`config.mk`:
```
export PLATFORM = sky130hd
export DESIGN_NAME = hpfd_top
export DESIGN_NICKNAME = d
export VERILOG_FILES = /design/src/rtl/hpfd_pkg.sv /design/src/rtl/hpfd_strm_if.sv /design/src/rtl/hpfd_skid.sv /design/src/rtl/hpfd_top.sv
export SDC_FILE = /design/constraint.sdc
export NUM_CORES = 2
export LEC_CHECK = 0
export ABC_CLOCK_PERIOD_IN_PS = 24400
export BUFFER_PORTS_ARGS = -buffer_cell sky130_fd_sc_hd__buf_2
export CORE_MARGIN = 2
export CORE_UTILIZATION = 35
export DETAILED_ROUTE_END_ITERATION = 10
export GPL_TIMING_DRIVEN = 0
export PLACE_DENSITY_LB_ADDON = 0.2
export SLEW_MARGIN = 15
export SYNTH_ARGS = -nofsm -noshare
export SYNTH_HDL_FRONTEND = slang
export SYNTH_SLANG_ARGS = --single-unit
```
`constraint.sdc`:
```
create_clock -name clk_sys_i -period 24.4 [get_ports clk_sys_i]
set_input_delay 2.44 -clock clk_sys_i [delete_from_list [all_inputs] [get_ports clk_sys_i]]
set_output_delay 2.44 -clock clk_sys_i [all_outputs]
set_load 0.1 [all_outputs]
```
`src/rtl/hpfd_pkg.sv`:
```
// constants shared by the offset-removal high-pass filter block
// assumes a single 250 MHz system clock and a synchronous active-high reset
package hpfd_pkg;
    // sample and channel widths
    localparam int DATA_W = 16;
    localparam int CHAN_W = 6;
    localparam int SEL_W = 4;
    // amplifier channels are numbered 0 up to this limit, exclusive
    localparam int NUM_AMP_CH = 32;
    localparam logic [CHAN_W-1:0] AMP_CH_LIMIT = 6'h20;
    // filter state: integer part in the top bits, fraction below
    localparam int FRAC_W = 16;
    localparam int ACC_W = DATA_W + FRAC_W;
    // value of every filter state after reset; a clear starts its channel's update from it
    localparam logic [ACC_W-1:0] STATE_RST = 32'h0000_0000;
    // 16-bit saturation limits
    localparam logic [DATA_W-1:0] SAT_MAX = 16'h7fff;
    localparam logic [DATA_W-1:0] SAT_MIN = 16'h8000;
    localparam logic [FRAC_W-1:0] FRAC_ZERO = 16'h0000;
endpackage : hpfd_pkg

```
`src/rtl/hpfd_strm_if.sv`:
```
// result stream carrier between the filter datapath and its output buffer
// assumes both ends run on the same system clock
interface hpfd_strm_if;
    logic valid;
    logic ready;
    logic [hpfd_pkg::DATA_W-1:0] data;
    logic [hpfd_pkg::CHAN_W-1:0] chan;
    modport src (output valid, output data, output chan, input ready);
    modport snk (input valid, input data, input chan, output ready);
endinterface : hpfd_strm_if

```
`src/rtl/hpfd_skid.sv`:
```
// two-entry result buffer with valid and ready on both sides
// assumes the source holds data stable while valid is high and ready low
module hpfd_skid (
    input wire logic clk_sys_i,
    input wire logic sys_rst_i,
    hpfd_strm_if.snk in_s,
    hpfd_strm_if.src out_s
);
    import hpfd_pkg::*;

    logic out_valid;
    logic [DATA_W-1:0] out_data;
    logic [CHAN_W-1:0] out_chan;
    logic skid_valid;
    logic [DATA_W-1:0] skid_data;
    logic [CHAN_W-1:0] skid_chan;
    logic push;
    logic pop;

    ////////////////////////////////////////////////////////////////////////
    // handshakes: accept while the spare entry is free
    assign in_s.ready = !skid_valid;
    assign push = in_s.valid && !skid_valid;
    assign pop = out_valid && out_s.ready;
    assign out_s.valid = out_valid;
    assign out_s.data = out_data;
    assign out_s.chan = out_chan;

    // head entry, drives the output straight from flops
    always_ff @(posedge clk_sys_i) begin
        if (sys_rst_i) begin
            out_valid <= 1'b0;
            out_data <= '0;
            out_chan <= '0;
        end else if (!out_valid || pop) begin
            if (skid_valid) begin
                out_valid <= 1'b1;
                out_data <= skid_data;
                out_chan <= skid_chan;
            end else begin
                out_valid <= push;
                if (push) begin
                    out_data <= in_s.data;
                    out_chan <= in_s.chan;
                end
            end
        end
    end

    // spare entry, catches a word while the receiver stalls
    always_ff @(posedge clk_sys_i) begin
        if (sys_rst_i) begin
            skid_valid <= 1'b0;
            skid_data <= '0;
            skid_chan <= '0;
        end else if (skid_valid) begin
            if (!out_valid || pop) begin
                skid_valid <= 1'b0;
            end
        end else if (push && out_valid && !pop) begin
            skid_valid <= 1'b1;
            skid_data <= in_s.data;
            skid_chan <= in_s.chan;
        end
    end
endmodule // hpfd_skid

```
`src/rtl/hpfd_top.sv`:
```
// per-channel offset-removal high-pass filter with optional rectification
// assumes conversion results arrive from same-clock command logic, one per
// chip-select fall, and that the receiver may stall the result stream

// Notes on behaviour
// filter applies only while hpf_enable is one; otherwise samples skip the filter, though rectify still applies
// only channels 0 to 31 are filtered; others return unchanged
// each amplifier channel keeps its own independent filter state
// cutoff select N gives pole 1-2^-N, so cutoff ln(2^N/(2^N-1))/2pi
// coefficient spans about 0.1103 at N=1 to 0.000004857 at N=15
// cutoff scales with each channel's own sample rate
// select zero makes output current minus previous sample of the channel
// filtered output saturates at 16-bit limits, never wraps
// a channel's state changes only on conversions of that channel
// host converts every amplifier channel at one steady rate
// command clear bit zeroes that channel's state; host uses it to recover
// rectify enable replaces amplifier results with their absolute value
// host should enable the filter whenever rectification is used
// each conversion instant is one accepted result; host timing sets rate
// rectification acts on the saturated filter output
// absolute value of the most negative value saturates to max positive
module hpfd_top (
    input wire logic clk_sys_i,
    input wire logic sys_rst_i,
    input wire logic hpf_enable_i,
    input wire logic rectify_enable_i,
    input wire logic [hpfd_pkg::SEL_W-1:0] cutoff_sel_i,
    input wire logic conv_valid_i,
    output logic conv_ready_o,
    input wire logic [hpfd_pkg::CHAN_W-1:0] conv_chan_i,
    input wire logic conv_clear_i,
    input wire logic [hpfd_pkg::DATA_W-1:0] conv_data_i,
    output logic res_valid_o,
    input wire logic res_ready_i,
    output logic [hpfd_pkg::CHAN_W-1:0] res_chan_o,
    output logic [hpfd_pkg::DATA_W-1:0] res_data_o
);
    import hpfd_pkg::*;

    // clip a 17-bit signed value into 16 bits
    function automatic logic [DATA_W-1:0] sat16(input logic [DATA_W:0] v);
        logic [DATA_W-1:0] r;
        r = v[DATA_W-1:0];
        if (v[DATA_W] != v[DATA_W-1]) begin
            r = v[DATA_W] ? SAT_MIN : SAT_MAX;
        end
        return r;
    endfunction

    // absolute value with the most negative input pinned to max
    function automatic logic [DATA_W-1:0] abs16(input logic [DATA_W-1:0] v);
        logic [DATA_W-1:0] r;
        r = v;
        if (v == SAT_MIN) begin
            r = SAT_MAX;
        end else if (v[DATA_W-1]) begin
            r = DATA_W'(~v + 1'b1);
        end
        return r;
    endfunction

    logic signed [ACC_W-1:0] state_q [NUM_AMP_CH];
    logic [NUM_AMP_CH*ACC_W-1:0] state_flat;
    logic is_amp;
    logic push;
    logic [4:0] chan_idx;
    logic signed [ACC_W-1:0] state_cur;
    logic signed [ACC_W-1:0] state_use;
    logic signed [ACC_W:0] x_acc;
    logic signed [ACC_W:0] diff_full;
    logic signed [ACC_W:0] step;
    logic signed [ACC_W:0] sum_full;
    logic [ACC_W-1:0] next_state;
    logic state_we;
    logic [DATA_W:0] hp_wide;
    logic [DATA_W-1:0] hp_sat;
    logic [DATA_W-1:0] filt;
    logic [DATA_W-1:0] rect;
    logic [DATA_W-1:0] push_data;

    hpfd_strm_if in_bus ();
    hpfd_strm_if out_bus ();

    ////////////////////////////////////////////////////////////////////////
    // channel decode and acceptance
    assign chan_idx = conv_chan_i[4:0];
    // amplifier range check
    assign is_amp = conv_chan_i < AMP_CH_LIMIT;
    // one accepted word per conversion instant
    assign push = conv_valid_i && in_bus.ready;
    assign conv_ready_o = in_bus.ready;

    // selected channel state, forced to zero by the clear bit
    assign state_cur = state_q[chan_idx];
    // clear zeroes state before use
    assign state_use = conv_clear_i ? $signed(STATE_RST) : state_cur;

    // sample widened to the state format
    assign x_acc = {conv_data_i[DATA_W-1], conv_data_i, FRAC_ZERO};
    // error between sample and tracked baseline
    assign diff_full = x_acc - {state_use[ACC_W-1], state_use};
    // baseline moves by 2^-N of the error, pole at 1-2^-N
    // coefficient halves with each step of the select
    // select zero copies the sample, output is a plain difference
    assign step = diff_full >>> cutoff_sel_i;
    assign sum_full = {state_use[ACC_W-1], state_use} + step;
    // state is held at zero by a clear while the filter is off
    assign next_state = hpf_enable_i ? sum_full[ACC_W-1:0] : STATE_RST;

    // integer part of the filter output
    assign hp_wide = diff_full[ACC_W:FRAC_W];
    // hard limit at 16-bit range
    assign hp_sat = sat16(hp_wide);
    // bypass while the filter is off
    assign filt = hpf_enable_i ? hp_sat : conv_data_i;
    // rectify after saturation
    // absolute value mode
    // most negative pins to max
    assign rect = rectify_enable_i ? abs16(filt) : filt;
    // non-amplifier results pass untouched
    assign push_data = is_amp ? rect : conv_data_i;

    ////////////////////////////////////////////////////////////////////////
    // write only on a conversion of this channel
    // updates per channel conversion, so cutoff follows its own rate
    assign state_we = push && is_amp && (hpf_enable_i || conv_clear_i);

    // one independent state register per amplifier channel
    genvar g;
    generate
        for (g = 0; g < NUM_AMP_CH; g++) begin : g_state
            always_ff @(posedge clk_sys_i) begin
                if (sys_rst_i) begin
                    state_q[g] <= $signed(STATE_RST);
                end else if (state_we && chan_idx == 5'(g)) begin
                    state_q[g] <= $signed(next_state);
                end
            end
            assign state_flat[g*ACC_W +: ACC_W] = state_q[g];
        end
    endgenerate

    ////////////////////////////////////////////////////////////////////////
    // result stream into the two-entry buffer
    assign in_bus.valid = conv_valid_i;
    assign in_bus.data = push_data;
    assign in_bus.chan = conv_chan_i;
    assign out_bus.ready = res_ready_i;
    assign res_valid_o = out_bus.valid;
    assign res_data_o = out_bus.data;
    assign res_chan_o = out_bus.chan;

    hpfd_skid u_skid (
        .clk_sys_i(clk_sys_i),
        .sys_rst_i(sys_rst_i),
        .in_s(in_bus.snk),
        .out_s(out_bus.src)
    );

    ////////////////////////////////////////////////////////////////////////
    // checks on the datapath
    // state expected after a clear: the sample scaled by 2^-N
    logic signed [ACC_W:0] clear_state_exp;
    assign clear_state_exp = x_acc >>> cutoff_sel_i;
endmodule // hpfd_top

```
==> flow_summary.toml <==
[finish]
multi_input_area_um2 = 18100
final_cells = 6259
layout_commonest_cell = "nor2_1"
syn_to_final_growth_pct = 13.7
layout-drive-gt1-share_pct = 15.4
layout_common_cells = "1,105 x nor2_1, 1,024 x edfxtp_1, 261 x clkbuf_1, 259 x nand2_1, 256 x mux4_2"
nFillCells = 13700
seq_area_um2 = 31700
nets = 4330

[setup_path]
criticalPathCategory = "primary input to flip-flop"
cp-end-kind = "flip-flop"
max_stage_delay_ps = 1030
cpLargestDelayFamily = "compound AO/OA/AOI/OAI gates"
cp_max_fo = 10
cp_slowest_cell = "nor4bb_1"
arrival_ps = 15620
cp_num_buf_inv = 8
critPathMostFrequentCell = "a21oi_1"
crit_path_start_kind = "primary input"
required_ps = 24860

[synth]
synth_largest_area_cell = "edfxtp_1"
async_reset_ff_share_pct = 0
synth.distinct_cells = 84
yosys_warnings = 0
syn-num-nets = 4131
ys_seq_elements = 1070
ys_seq_area_share_pct = 61.8
avgSynthCellArea_um2 = 12.7
netlist_area_um2 = 51300
synth_top_area_share_pct = 60.0
synth_edf_count = 1024
synthCells = 4048
synthTopCellsByArea = "edfxtp_1 60%, mux4_2 11%, nor2_1 8.1%, nand2_1 2.1%, mux2i_1 1.9%"
synth_ff_type = "edfxtp_1"

[timing]
whs_ps = 454
fin_setup_tns_ps = 0
setup_violations = 0
finalHoldViolCount = 0
rsz0062_at_grt = "no"
finalCriticalPeriod_ps = 15160
drv_slew = 0
worstMarginPinSlew_ps = 1420
skew_ps = 29.0
setup_ws_ps = 9240
clock.fmax_mhz = 66.0
relSlewSlack_pct = 4.77
fin_crit_sh_pct = 62.1

[global_route]
grtUsageMet3_pct = 4.48
grtUsageMet2_pct = 36.5
grt_pass1_wl_um = 243000
grt_use_met1_pct = 29.9
grt_pass1_vias = 34000
track_usage_pct = 22.3
grt_overflow = 0
grt_max_degree = 27
busiest_layer = "met2"
antenna_found_initial = 5

[drt]
first_iter_violations = 3700
wl_per_cell_um = 27.0
drc = 0
drt_pass1_iterations = 5
postRouteAntennaNets = 0
viasPerCell = 5.50
via_count = 34500
wirelength_um = 169000

[floorplanning]
row_count = 140
fp.dieH_um = 387
io_pins = 57
die_x_um = 387
coreArea_um2 = 146000
start_util_pct = 35.2
die_area_um2 = 150000

[power]
p_sw_mw = 1.39
p_seq_share_pct = 45.1
switching_share_pct = 30.0
power_density_nw_per_um2 = 79.6
p_leak_nw = 20.6
internal_power_mw = 3.25
p_clk_share_pct = 36.5
max-vdd-ir-drop_uv = 62.2
combPwrFrac_pct = 18.5

[place]
place_inst = 6051
place.gp.congestion = 0.908
place_hpwl_um = 126000
port_buffers = 49
dp_slack_ps = 8720

[clock_tree]
cts_tree = "built"
cts_made_buffers = 111
clk_pin_slew_ps = 60
cts.path.max_buffers = 3
cts_root_buf = "clkbuf_16"
insertion_delay_ps = 740
cts_hold_buf = 0
postCtsSetupRepairBufs = 0
cts_num_sinks = 1070
htree_levels = 3
cts_resized = 0

[outcome]
outcome = "completed"

[run]
cap_viol_max_count = 0

[worst_hold_path]
holdCritPathClass = "flip-flop to flip-flop"
path summary, 6_finish.rpt:
check	start	slack, ps	depth (start not counted)	endpoint
max reg2reg	state_q[30][3]$_SDFFCE_PN0P_	13440	33	state_q[15][31]$_SDFFCE_PN0P_
min	u_skid.skid_chan[0]$_SDFFE_PP0P_	450	2	u_skid.skid_chan[0]$_SDFFE_PP0P_
min reg2reg	u_skid.skid_chan[0]$_SDFFE_PP0P_	450	2	u_skid.skid_chan[0]$_SDFFE_PP0P_
max	conv_chan_i[0]	9240	35	state_q[15][31]$_SDFFCE_PN0P_
cell usage after synthesis (14+ instances only):
| master | count |
|---|---|
| a21o_1 | 17 |
| mux2_2 | 36 |
| clkbuf_1 | 245 |
| nor3_1 | 33 |
| o21ai_0 | 79 |
| a31oi_1 | 22 |
| ha_1 | 49 |
| a211oi_1 | 23 |
| o221ai_1 | 21 |
| buf_1 | 52 |
| mux4_2 | 256 |
| a221oi_1 | 14 |
| inv_1 | 58 |
| a21oi_1 | 158 |
| edfxtp_1 | 1024 |
| mux2i_1 | 96 |
| a22o_1 | 14 |
| nand2_1 | 291 |
| or3_1 | 16 |
| nand3_1 | 56 |
| dfxtp_1 | 46 |
| buf_2 | 24 |
| a22oi_1 | 16 |
| nor2_1 | 1110 |
| nor2b_1 | 15 |
| xnor2_1 | 46 |
routing by layer:
metal	wire length (um)	vias to the layer above	part of all wire [%]
li1	-	15300	-
met1	69400	17500	41
met2	80600	1437	48
met3	14600	223	8.7
met4	4500	6	2.7
met5	36	-	0.021
power groups by stage:
stage	Clock, mW	Sequential (mW)	Combinational [mW]
floorplan	0	2.15	0.501
global placement	0	2.13	0.828
detailed placement	0	2.13	0.844
CTS	1.71	2.09	0.848
global route	1.78	2.10	0.914
finish	1.69	2.09	0.857
logic make-up (layout without fill, tap and decap cells):
family,after synthesis,count (layout),share of synthesized area [%]
flops,1070,1070,61.8
compound gates,488,488,6.40
buf+inv,399,692,3.16
xor+xnor,57,57,0.974
fa+ha+maj,51,51,1.26
mux,388,388,13.9
simple gates,1595,1595,12.5
other cells,0,1,0
sequential cells by signal (all words and copies together), names as in the netlist:
signal              cells
u_skid.skid_data       16
u_skid.out_s.chan       6
u_skid.out_s.valid      1
u_skid.out_s.data      16
state_q              1024
u_skid.skid_valid       1
u_skid.skid_chan        6
worst register-to-register path, delay by kind of cell, from the launching register on:
family | cells | cell delay (ps)
flip-flops | 1 | 360
adder cells (fa/ha/maj) | 1 | 300
buffers and inverters | 2 | 800
AND/OR/NAND/NOR | 7 | 1830
XOR/XNOR | 1 | 290
AO/OA/AOI/OAI | 19 | 6390
multiplexers | 3 | 700
cell type report:
| class | count | share of cell area, % |
|---|---|---|
| Sequential cell | 1070 | 54.3 |
| Multi-Input combinational cell | 2579 | 31.1 |
| Clock buffer | 141 | 5.13 |
| Tap cell | 1917 | 4.11 |
| Buffer | 339 | 2.41 |
| Timing Repair Buffer | 86 | 1.59 |
| Clock inverter | 66 | 1.00 |
| Inverter | 60 | 0.386 |
| Antenna cell | 1 | 0.00429 |
stage by stage:
step | power [mW] | utilization (%) | instance area, um2
CTS | 4.65 | 40.1 | 58300
global route | 4.79 | 40.1 | 58300
finish | 4.64 | 40.1 | 58300
detailed placement | 2.97 | 37.6 | 54700
global placement | 2.96 | 37.0 | 53900
floorplan | 2.65 | - | 51300
Note: power is estimated with default switching activity, not from simulation.
